**src/pkg/lfbcs_pkg.sv**
```systemverilog
// constants and state types for the lcd frame and boost clock select block
package lfbcs_pkg;

    // register byte addresses
    localparam logic [7:0] LFBCS_CTRL_ADDR   = 8'h28;
    localparam logic [7:0] LFBCS_MODE_ADDR   = 8'h2C;
    localparam logic [7:0] LFBCS_STATUS_ADDR = 8'h30;

    // control register fields
    localparam int         LFBCS_DISP_BIT    = 7;
    localparam int         LFBCS_BOOST_BIT   = 6;
    localparam int         LFBCS_VFS_LSB     = 4;
    localparam int         LFBCS_DUTY_LSB    = 2;
    localparam int         LFBCS_SLF_LSB     = 0;
    localparam logic [7:0] LFBCS_CTRL_RESET  = 8'h00;

    // mode register fields
    localparam int         LFBCS_DUAL_BIT    = 0;
    localparam int         LFBCS_DVSRC_BIT   = 1;
    localparam int         LFBCS_SYSSRC_BIT  = 2;
    localparam logic [2:0] LFBCS_MODE_RESET  = 3'h0;

    // status register fields
    localparam int         LFBCS_ST_PHASE_LSB = 0;
    localparam int         LFBCS_ST_LF_BIT    = 2;
    localparam int         LFBCS_ST_BCLK_BIT  = 3;

    // drive method codes
    localparam logic [1:0] LFBCS_DUTY_QUARTER = 2'h0;
    localparam logic [1:0] LFBCS_DUTY_THIRD   = 2'h1;
    localparam logic [1:0] LFBCS_DUTY_HALF    = 2'h2;
    localparam logic [1:0] LFBCS_DUTY_STATIC  = 2'h3;

    // divider exponents
    localparam logic [4:0] LFBCS_HF_SLF0 = 5'h11;
    localparam logic [4:0] LFBCS_HF_SLF1 = 5'h10;
    localparam logic [4:0] LFBCS_HF_SLF2 = 5'h0F;
    localparam logic [4:0] LFBCS_HF_SLF3 = 5'h0D;
    localparam logic [4:0] LFBCS_LF_SLF0 = 5'h09;
    localparam logic [4:0] LFBCS_LF_SLF1 = 5'h08;
    localparam logic [4:0] LFBCS_HF_VF0  = 5'h0D;
    localparam logic [4:0] LFBCS_HF_VF1  = 5'h0B;
    localparam logic [4:0] LFBCS_HF_VF2  = 5'h0A;
    localparam logic [4:0] LFBCS_HF_VF3  = 5'h09;
    localparam logic [4:0] LFBCS_LF_VF0  = 5'h05;
    localparam logic [4:0] LFBCS_LF_VF1  = 5'h03;
    localparam logic [4:0] LFBCS_LF_VF2  = 5'h02;
    localparam logic [4:0] LFBCS_PHASE_SHIFT = 5'h02;

    localparam int LFBCS_HF_WIDTH = 17;
    localparam int LFBCS_LF_WIDTH = 9;

    // whole state of the select block
    typedef struct packed {
        logic [7:0] ctrl;
        logic [2:0] mode;
        logic       ack;
        logic [7:0] rdata;
        logic [1:0] phase;
        logic       phaseTick;
        logic       frameTick;
        logic       boostTick;
        logic       boostClk;
    } lfbcs_state_t;

endpackage : lfbcs_pkg

```
**src/hdl/lfbcs_divider.sv**
```systemverilog
// free-running ripple-free divider counter advanced by an oscillator tick
`timescale 1ns/10ps
module lfbcs_divider
    import lfbcs_pkg::*;
#(
    parameter int WIDTH = 17
) (
    input  wire logic             mclk,
    input  wire logic             rst_b,
    input  wire logic             tick,
    output logic      [WIDTH-1:0] count
);

    typedef struct packed {
        logic [WIDTH-1:0] count;
    } lfbcs_div_state_t;

    lfbcs_div_state_t state_reg;
    lfbcs_div_state_t state_next;

    // counts oscillator ticks only, never stops so taps stay phase aligned
    always_comb begin
        state_next = state_reg;
        if (tick) begin
            state_next.count = state_reg.count + WIDTH'(1);
        end
    end

    always_ff @(posedge mclk or negedge rst_b) begin
        if (!rst_b) begin
            state_reg <= '0;
        end else begin
            state_reg <= state_next;
        end
    end

    assign count = state_reg.count;

endmodule : lfbcs_divider

```
**src/hdl/lfbcs_clock_select.sv**
```systemverilog
// lcd frame, common phase and boost clock selection with wishbone registers
`timescale 1ns/10ps
module lfbcs_clock_select
    import lfbcs_pkg::*;
#(
    parameter int AW = 8
) (
    input  wire logic          mclk,
    input  wire logic          rst_b,
    input  wire logic          hfTick,
    input  wire logic          lfTick,
    input  wire logic          cyc_i,
    input  wire logic          stb_i,
    input  wire logic          we_i,
    input  wire logic [AW-1:0] adr_i,
    input  wire logic [3:0]    sel_i,
    input  wire logic [31:0]   dat_i,
    output logic      [31:0]   dat_o,
    output logic               ack_o,
    output logic               displayEnable,
    output logic               boostEnable,
    output logic [1:0]         dutyMode,
    output logic [1:0]         comPhase,
    output logic               phaseTick,
    output logic               frameTick,
    output logic               boostTick,
    output logic               boostClk,
    output logic               lfSourceActive
);

    // whole block state, one bank so reset and update stay in one place
    lfbcs_state_t state_reg;
    lfbcs_state_t state_next;

    // raw divider counts; the slow one is narrow since its taps stop at 2^9
    logic [LFBCS_HF_WIDTH-1:0] hfCount;
    logic [LFBCS_LF_WIDTH-1:0] lfCount;

    // true on the tick that rolls the low e bits over, i.e. a divide by 2^e
    // one mask compare per tap lets every ratio of one oscillator share its counter
    function automatic logic tapHit(input logic [LFBCS_HF_WIDTH-1:0] cnt,
                                    input logic [4:0]                e);
        logic [LFBCS_HF_WIDTH-1:0] m;
        m = LFBCS_HF_WIDTH'((32'h1 << e) - 32'h1);
        return (cnt & m) == m;
    endfunction : tapHit

    // index of the last common phase in a frame for a drive code
    // static has a single phase, so every step closes a frame
    function automatic logic [1:0] lastPhase(input logic [1:0] duty);
        case (duty)
            LFBCS_DUTY_QUARTER: lastPhase = 2'h3;
            LFBCS_DUTY_THIRD:   lastPhase = 2'h2;
            LFBCS_DUTY_HALF:    lastPhase = 2'h1;
            default:            lastPhase = 2'h0;
        endcase
    endfunction : lastPhase

    // fast oscillator divider, wide enough for the slowest frame base
    // counters never restart on a register write, so a new tap may cut one period
    lfbcs_divider #(
        .WIDTH (LFBCS_HF_WIDTH)
    ) u_hfDiv (
        .mclk  (mclk),
        .rst_b (rst_b),
        .tick  (hfTick),
        .count (hfCount)
    );

    // slow oscillator divider for the low-frequency taps
    lfbcs_divider #(
        .WIDTH (LFBCS_LF_WIDTH)
    ) u_lfDiv (
        .mclk  (mclk),
        .rst_b (rst_b),
        .tick  (lfTick),
        .count (lfCount)
    );

    // decoded fields and the selected tap of each clock
    logic                      lfMode;
    logic [1:0]                slfCode;
    logic [1:0]                vfsCode;
    logic [1:0]                dutyCode;
    logic                      frameLf;
    logic                      boostLf;
    logic [4:0]                baseExp;
    logic [4:0]                phaseExp;
    logic [4:0]                boostExp;
    logic [LFBCS_HF_WIDTH-1:0] frameCnt;
    logic [LFBCS_HF_WIDTH-1:0] boostCnt;
    logic                      frameSrcTick;
    logic                      boostSrcTick;
    logic                      phaseHit;
    logic                      boostHit;

    // source and exponent selection from the control and mode fields
    always_comb begin
        slfCode  = state_reg.ctrl[LFBCS_SLF_LSB +: 2];
        vfsCode  = state_reg.ctrl[LFBCS_VFS_LSB +: 2];
        dutyCode = state_reg.ctrl[LFBCS_DUTY_LSB +: 2];
        // low-frequency taps when dual with stage source set, or slow system clock
        lfMode   = (state_reg.mode[LFBCS_DUAL_BIT] & state_reg.mode[LFBCS_DVSRC_BIT])
                 | state_reg.mode[LFBCS_SYSSRC_BIT];
        // base codes 10/11 have no slow tap, they stay on the fast divider
        frameLf  = lfMode & ~slfCode[1];
        boostLf  = lfMode & (vfsCode != 2'h3);
        case (slfCode)
            2'h0:    baseExp = frameLf ? LFBCS_LF_SLF0 : LFBCS_HF_SLF0;
            2'h1:    baseExp = frameLf ? LFBCS_LF_SLF1 : LFBCS_HF_SLF1;
            2'h2:    baseExp = LFBCS_HF_SLF2;
            default: baseExp = LFBCS_HF_SLF3;
        endcase
        // boost exponent; code 11 stays on the fast clock in every mode
        case (vfsCode)
            2'h0:    boostExp = boostLf ? LFBCS_LF_VF0 : LFBCS_HF_VF0;
            2'h1:    boostExp = boostLf ? LFBCS_LF_VF1 : LFBCS_HF_VF1;
            2'h2:    boostExp = boostLf ? LFBCS_LF_VF2 : LFBCS_HF_VF2;
            default: boostExp = LFBCS_HF_VF3;
        endcase
        // multiplexed drives step phases at four times base, which yields
        // frame = base, 4/3 base and 2x base for 4, 3 and 2 phases
        // the shift is safe: every multiplexed base exponent is at least 8
        if (dutyCode == LFBCS_DUTY_STATIC) begin
            phaseExp = baseExp;
        end else begin
            phaseExp = baseExp - LFBCS_PHASE_SHIFT;
        end
        // route the chosen counter and its tick to each tap compare
        // the tick qualifies a hit so a stalled oscillator never repeats a pulse
        frameCnt     = frameLf ? LFBCS_HF_WIDTH'(lfCount) : hfCount;
        boostCnt     = boostLf ? LFBCS_HF_WIDTH'(lfCount) : hfCount;
        frameSrcTick = frameLf ? lfTick : hfTick;
        boostSrcTick = boostLf ? lfTick : hfTick;
        phaseHit     = frameSrcTick & tapHit(frameCnt, phaseExp);
        boostHit     = boostSrcTick & tapHit(boostCnt, boostExp);
    end

    // bus decode helpers
    logic       busReq;
    logic       busWrite;
    logic [7:0] wordAddr;
    logic [7:0] readVal;

    // next state: bus slave, phase sequencer and clock pulses
    always_comb begin
        state_next = state_reg;
        wordAddr   = 8'({adr_i[AW-1:2], 2'h0});
        // cyc and stb together form the classic request
        busReq     = cyc_i & stb_i;
        // write lands on the edge where the master sees ack high
        busWrite   = busReq & we_i & state_reg.ack & sel_i[0];
        // read mux; status is captured on the edge the request is taken
        case (wordAddr)
            LFBCS_CTRL_ADDR:   readVal = state_reg.ctrl;
            LFBCS_MODE_ADDR:   readVal = {5'h00, state_reg.mode};
            LFBCS_STATUS_ADDR: readVal = {4'h0, state_reg.boostClk, lfMode,
                                          state_reg.phase};
            default:           readVal = 8'h00;
        endcase
        // one wait state, ack for one cycle, then dropped
        // a request held past ack is taken again only once ack has dropped
        state_next.ack = busReq & ~state_reg.ack;
        if (busReq & ~state_reg.ack) begin
            state_next.rdata = readVal;
        end
        // sel_i[0] gates every write, all registers are one byte wide
        if (busWrite && wordAddr == LFBCS_CTRL_ADDR) begin
            state_next.ctrl = dat_i[7:0];
        end
        // mode bits choose single, dual or slow-system clocking
        if (busWrite && wordAddr == LFBCS_MODE_ADDR) begin
            state_next.mode = dat_i[2:0];
        end
        // phase wraps at the active duty count; >= covers a mid-frame duty change
        // pulses are registered so they line up with comPhase
        state_next.phaseTick = phaseHit;
        state_next.frameTick = 1'b0;
        if (phaseHit) begin
            if (state_reg.phase >= lastPhase(dutyCode)) begin
                state_next.phase     = 2'h0;
                state_next.frameTick = 1'b1;
            end else begin
                state_next.phase = state_reg.phase + 2'h1;
            end
        end
        // booster clock only runs when the internal pump is chosen
        // parking it low keeps ripple off the external divider levels
        state_next.boostTick = boostHit & state_reg.ctrl[LFBCS_BOOST_BIT];
        if (!state_reg.ctrl[LFBCS_BOOST_BIT]) begin
            state_next.boostClk = 1'b0;
        end else if (boostHit) begin
            state_next.boostClk = ~state_reg.boostClk;
        end
    end

    // asynchronous reset parks every field at its reset value
    always_ff @(posedge mclk or negedge rst_b) begin
        if (!rst_b) begin
            state_reg       <= '0;
            state_reg.ctrl  <= LFBCS_CTRL_RESET;
            state_reg.mode  <= LFBCS_MODE_RESET;
        end else begin
            state_reg <= state_next;
        end
    end

    // outputs come straight from the state flops
    assign dat_o          = {24'h000000, state_reg.rdata};
    assign ack_o          = state_reg.ack;
    assign displayEnable  = state_reg.ctrl[LFBCS_DISP_BIT];
    assign boostEnable    = state_reg.ctrl[LFBCS_BOOST_BIT];
    assign dutyMode       = state_reg.ctrl[LFBCS_DUTY_LSB +: 2];
    assign comPhase       = state_reg.phase;
    assign phaseTick      = state_reg.phaseTick;
    assign frameTick      = state_reg.frameTick;
    assign boostTick      = state_reg.boostTick;
    assign boostClk       = state_reg.boostClk;
    // source flag decodes the mode flops; a mode write moves it at once
    assign lfSourceActive = lfMode;

endmodule : lfbcs_clock_select

```
**config.mk**
```make
export PLATFORM = sky130hd
export DESIGN_NAME = lfbcs_clock_select
export DESIGN_NICKNAME = d
export VERILOG_FILES = /design/src/pkg/lfbcs_pkg.sv /design/src/hdl/lfbcs_divider.sv /design/src/hdl/lfbcs_clock_select.sv
export SDC_FILE = /design/constraint.sdc
export NUM_CORES = 1
export LEC_CHECK = 0
export ABC_AREA = 1
export BUFFER_PORTS_ARGS = -buffer_cell sky130_fd_sc_hd__buf_2
export CORE_MARGIN = 10
export CORE_UTILIZATION = 55
export CTS_BUF_LIST = sky130_fd_sc_hd__clkbuf_8
export CTS_CLUSTER_DIAMETER = 30
export DETAILED_ROUTE_END_ITERATION = 10
export PLACE_DENSITY = 0.81
export SYNTH_ARGS = -nofsm -noshare
export SYNTH_HDL_FRONTEND = slang
export SYNTH_SLANG_ARGS = --single-unit
```
**constraint.sdc**
```tcl
create_clock -name mclk -period 5.7 [get_ports mclk]
set_clock_uncertainty 0.1 [all_clocks]
set_input_delay 0.285 -clock mclk [delete_from_list [all_inputs] [get_ports mclk]]
set_output_delay 0.285 -clock mclk [all_outputs]
set_load 0.01 [all_outputs]
```
==> impl_metrics.yaml, run 1 <==
floorplan:
  io_pins: 95
  num_rows: 29
  die_x_um: 102
  core_sq_um: 6460
  die-area_sq_um: 10500
  die_h_um: 102
  initial_utilization: 0.578
clocking:
  cts_tree: "done"
  root_buffer: "clkbuf_8"
  postCtsHoldBufs: 0
  cts_max_level: 2
  cts.sinks: 52
  cts_made_buffers: 5
  cts_setup_buffers: 0
  cts_buffer_depth: 2
  post_cts_resize_count: 0
  path_clk_slew_ns: 0.09
  insertion_delay_ns: 0.30
setup_path:
  r2r_start: "state_reg[22]"
  crit_path_max_incr_delay_ns: 0.46
  crit_path_top_delay_cell: "dfrtp_1"
  cp-start-kind: "register"
  worstSetupStartpoint: "state_reg[22]"
  endpoint: "boostClk"
  crit_chain: "inv_1 -> ha_1 -> inv_2 -> nand2_1 -> a21oi_4 -> nand2_1 -> ha_1 -> o21ai_0 -> a21oi_1 -> o21ai_0 -> inv_1 -> nand3_1 -> nor2_1 -> nand3_1 -> inv_1 -> nand3_1 -> nor2_1 -> nand3_1 -> nand2_1"
  critPathTopFamily: "simple AND/OR/NAND/NOR gates"
  arrival_ns: 3.25
  path_class: "reg -> reg"
  critPathBufInv: 4
  crit_path_frequent_cell: "nand3_1"
  end_kind: "register"
  ff2ff_setup_slack_ns: 2.60
  required_ns: 5.85
  cp.depth: 19
  crit_path_max_fanout: 7
  r2r-end: "boostClk"
  reg2reg_depth: 19
synth:
  synth_top_area_share: 0.349
  synth_adder_area_share: 0.0469
  synth_top_family_by_area: "simple AND/OR/NAND/NOR gates"
  synth_area_leader_cell: "dfrtp_1"
  ys.flop_type: "dfrtp_1"
  yosys-top-cells-area: "dfrtp_1, nand2_1, buf_4, inv_1, xor2_1"
  synthXorXnorAreaFrac: 0.0540
  synth_edf_count: 0
  synth.most_common_cell: "nand2_1"
  synth-compound-area-share: 0.104
  avgSynthCellArea_sq_um: 7.60
  synth-seq-area-share: 0.349
  synthCells: 491
  synth_commonest_cells: "nand2_1, inv_1, dfrtp_1"
  yosys.cell_types.count: 46
  async_reset_ff_frac: 1.00
  ys_ff_latch: 52
  synthMuxAreaShare: 0.0117
  ys_warn_count: 0
  yosys.area_share.simple: 0.275
  netlist_area_sq_um: 3730
finish:
  diodes: 0
  drive_gt1_frac: 0.161
  syn_to_final_growth_pct: 4.99
  final-instance-count-excl-fill: 599
  largest_reg_flops: 17
  layout.nets: 587
  final_core_utilization: 0.607
route:
  drt_iter0_markers: 256
  wl_per_cell_um: 14.2
  routed_wl_um: 8480
  num_vias: 3208
  drcViolationCount: 0
  firstDrtPassIters: 5
  antenna_left: 0
  routed_via_density: 5.36
pwr:
  leakage_nw: 2.19
  ir_drop_mv: 0.170
  power.density_nw_per_um2: 254
  p_total_mw: 0.994
placement:
  io_buffers: 41
  routabilityCongestion: 0.934
  hpwl_um: 6670
  dp_cells: 592
job:
  maxCapViolCount: 0
global_routing:
  grt_max_degree: 53
  overflow: 0
  grt_pass1_vias: 3053
  grt_use_total: 0.163
  antenna_found_initial: 0
  grt_pass1_wl_um: 14100
timing:
  tns_ns: 0
  slew_violations: 0
  worst_slew_pin_slew_ns: 0.664
  min_period_ns: 3.10
  rsz0062_at_grt: "false"
  fmax_mhz: 322
  final-hold-violation-count: 18
  fin_crit_sh: 0.545
  relSlewSlack: 0.554
  hold_slack_ns: -0.0260
  setup_viol: 0
status:
  status: "finished with violations"
  violations: "negative hold slack"
hold_path:
  min_path_type: "in -> async"
routing by layer:
layer / GRT usage / share of wire / up-vias
li1: - / - / 1577
met1: 0.216 / 0.45 / 1493
met2: 0.271 / 0.48 / 121
met3: 0.0290 / 0.058 / 17
met4: 0.0380 / 0.010 / 0
met5: 0 / 0 / -
layout by cell type (no fill, tap or decap), types with 2 or more instances in the layout:
| cell | n |
|---|---|
| dfrtp_1 | 52 |
| a22oi_1 | 2 |
| a21oi_4 | 2 |
| clkbuf_8 | 6 |
| nand4_1 | 12 |
| inv_1 | 69 |
| inv_2 | 5 |
| nand3_2 | 4 |
| xor2_1 | 21 |
| nor3_2 | 2 |
| ha_1 | 14 |
| nand2_1 | 105 |
| nand3_1 | 26 |
| o21ai_1 | 5 |
| buf_2 | 41 |
| o31ai_1 | 4 |
| clkinv_1 | 2 |
| xnor2_1 | 2 |
| nand2_2 | 4 |
| nor3_1 | 6 |
| o211ai_1 | 2 |
| conb_1 | 26 |
| a21oi_1 | 11 |
| nor2_2 | 3 |
| mux2_2 | 3 |
| nand2_4 | 3 |
| o2111ai_1 | 2 |
| nor2_4 | 2 |
| nor2_1 | 45 |
| o21ai_0 | 24 |
worst min path at each step:
stage | to | slack (ns) | from | cells after the start
6_report | u_hfDiv.count[1] | -0.03 | rst_b | 2
5_1_grt | u_hfDiv.count[0] | 0.04 | rst_b | 2
4_1_cts | u_hfDiv.count[1] | 0.004 | rst_b | 2
3_5_place_dp | u_lfDiv.count[1] | 0.33 | rst_b | 2
3_3_place_gp | u_hfDiv.count[1] | 0.33 | rst_b | 2
2_1_floorplan | ack_o | -0.11 | rst_b | 0
power breakdown:
part / internal, mW / switching [mW]
clock network: 0.0969 / 0.114
logic: 0.105 / 0.159
registers: 0.434 / 0.0858
through the flow:
stage | area (sq um) | setup slack, ns
after floorplan | 3820 | 3.11
after global placement | 3830 | 2.73
after detailed placement | 3830 | 2.63
after CTS | 3920 | 2.61
after global routing | 3920 | 2.17
final | 3920 | 2.60
area by class of cell:
type / count / area [sq um]
Clock buffer: 6 / 82.6
Clock inverter: 1 / 8.76
Fill cell: 581 / 2540
Inverter: 76 / 285
Multi-Input combinational cell: 345 / 1930
Sequential cell: 52 / 1300
Tap cell: 77 / 96.3
Timing Repair Buffer: 42 / 213
logic make-up after synthesis:
| logic type | count (synthesis) |
|---|---|
| simple gates | 217 |
| fa+ha+maj | 14 |
| flops | 52 |
| other cells | 2 |
| xor+xnor | 23 |
| compound gates | 61 |
| buf+inv | 118 |
| mux | 4 |
(Power assumes the default switching activity.)
==> inputs of run 2 (changes only) <==
- clock period: 5.7 -> 3.2 ns (I/O delays scaled with it)
==> impl_metrics.yaml, run 2 (synthesized netlist as in run 1, its figures left out) <==
route:
  drcViolationCount: 0
  firstDrtPassIters: 4
  drt_iter0_markers: 247
  wl_met2_um: 4110
  routed_via_density: 5.23
  antenna_left: 0
  wl_met1_um: 3860
  wl_per_cell_um: 14.2
  met3_length_um: 526
  num_vias: 3168
  top_layer: "met4"
  routed_wl_um: 8630
finish:
  layout.nets: 593
  final_common_cell: "nand2_1"
  diodes: 0
  drive_gt1_frac: 0.166
  syn_to_final_growth_pct: 6.53
  fill_cells: 570
  largest_reg_flops: 17
  final_cell_mix: "nand2_1, inv_1, dfrtp_1, nor2_1, buf_2"
  final-instance-count-excl-fill: 606
setup_path:
  end_kind: "register"
  reg2reg_depth: 19
  worstSetupStartpoint: "state_reg[23]"
  arrival_ns: 3.04
  critPathTopFamily: "simple AND/OR/NAND/NOR gates"
  r2r_start: "state_reg[23]"
  crit_path_max_fanout: 8
  crit_path_max_incr_delay_ns: 0.45
  cp-start-kind: "register"
  cp.depth: 19
  crit_path_top_delay_cell: "dfrtp_2"
  path_class: "reg -> reg"
  crit_path_frequent_cell: "nand2_1"
  crit_chain: "inv_1 -> ha_1 -> inv_2 -> nand2_1 -> a21oi_4 -> nand2_1 -> ha_1 -> inv_1 -> nand4_1 -> nand2_1 -> nand2_1 -> nand3_1 -> nor2_1 -> nand3_1 -> inv_1 -> nand3_1 -> nor2_1 -> nand3_1 -> nand2_1"
  critPathBufInv: 4
  required_ns: 3.35
placement:
  hpwl_um: 6780
  dp_cells: 593
  io_buffers: 41
  routabilityCongestion: 0.931
clocking:
  insertion_delay_ns: 0.30
  cts_tree: "done"
  cts_buffer_depth: 2
  cts_max_level: 2
  cts.sinks: 52
  path_clk_slew_ns: 0.09
  cts_made_buffers: 5
  root_buffer: "clkbuf_8"
pwr:
  leakage_nw: 2.22
  ir_drop_mv: 0.253
  power.density_nw_per_um2: 445
global_routing:
  overflow: 0
  grt_use_total: 0.166
  grt_max_degree: 31
  antenna_found_initial: 0
  grt_pass1_vias: 3108
  grt_pass1_wl_um: 14100
floorplan:
  die_h_um: 102
  die-area_sq_um: 10500
  initial_utilization: 0.578
  io_pins: 95
  die_x_um: 102
  core_sq_um: 6460
  num_rows: 29
timing:
  min_period_ns: 2.89
  tns_ns: 0
  rsz0062_at_grt: "false"
  setup_viol: 0
  slew_violations: 0
  relSlewSlack: 0.536
  worst_slew_pin_slew_ns: 0.690
  fin_crit_sh: 0.902
  final-hold-violation-count: 0
  fmax_mhz: 347
status:
  status: "complete, no violations"
hold_path:
  min_from: "dat_i[5]"
  hold_path_depth: 3
  min_path_type: "in -> reg"
job:
  maxCapViolCount: 0
[run 2: changes by cell type in the layout (fill, tap and decap cells not counted), sizes merged]
cell and change:
clkbuf -1, dlygate4sd3 +5, buf +1, inv +2
[run 2: where the power goes]
part / internal, mW / switching (mW)
Sequential: 0.773 / 0.153
Combinational: 0.191 / 0.284
Clock: 0.153 / 0.218
[run 2: final cells by class]
type / instances / area (sq um) / share of cell area
multi-input combinational: 345 / 1940 / 0.487
sequential: 52 / 1300 / 0.328
inverter: 76 / 285 / 0.0717
timing repair buffer: 48 / 270 / 0.0679
tap: 77 / 96.3 / 0.0242
clock buffer: 5 / 68.8 / 0.0173
clock inverter: 3 / 17.5 / 0.00440
[run 2: metrics by stage]
step | hold WS [ns] | cell area, sq um | power (mW) | worst slack (ns) | util
after CTS | 0.000769 | 3960 | 1.78 | 0.277 | 0.614
after detailed placement | 0.121 | 3840 | 1.40 | 0.282 | 0.594
final | 0.0164 | 3980 | 1.77 | 0.315 | 0.616
after global placement | 0.115 | 3840 | 1.37 | 0.369 | 0.594
after floorplan | -0.236 | 3820 | 1.28 | 0.613 | -
after global routing | 0.0241 | 3980 | 1.90 | 0.0244 | 0.616
[run 2: worst min-delay path, stage by stage]
cell	delay, ns
buf_2	0.08
nor2_1	0.03
a21oi_1	0.11
[run 2: path summary, 6_finish.rpt]
kind | end | slack [ns]
worst max-delay path | boostClk | 0.31
worst min-delay path | state_reg[23] | 0.02
worst max register to register | boostClk | 0.31
worst min register to register | dat_o[1] | 0.40
max in group asynchronous | state_reg[23] | 1.90
min in group asynchronous | u_hfDiv.count[2] | 0.33
[run 2: metal layers]
metal,track usage,vias to the layer above
met5,0,-
met4,0.0510,0
met3,0.0304,14
met2,0.280,115
met1,0.211,1465
li1,-,1574
[run 2: repair_timing]
item,CTS,global route
setup buffers,0,0
gates resized for setup,0,3
hold buffers,4,1
setup endpoints to repair,0,1
hold endpoints to repair,32,1
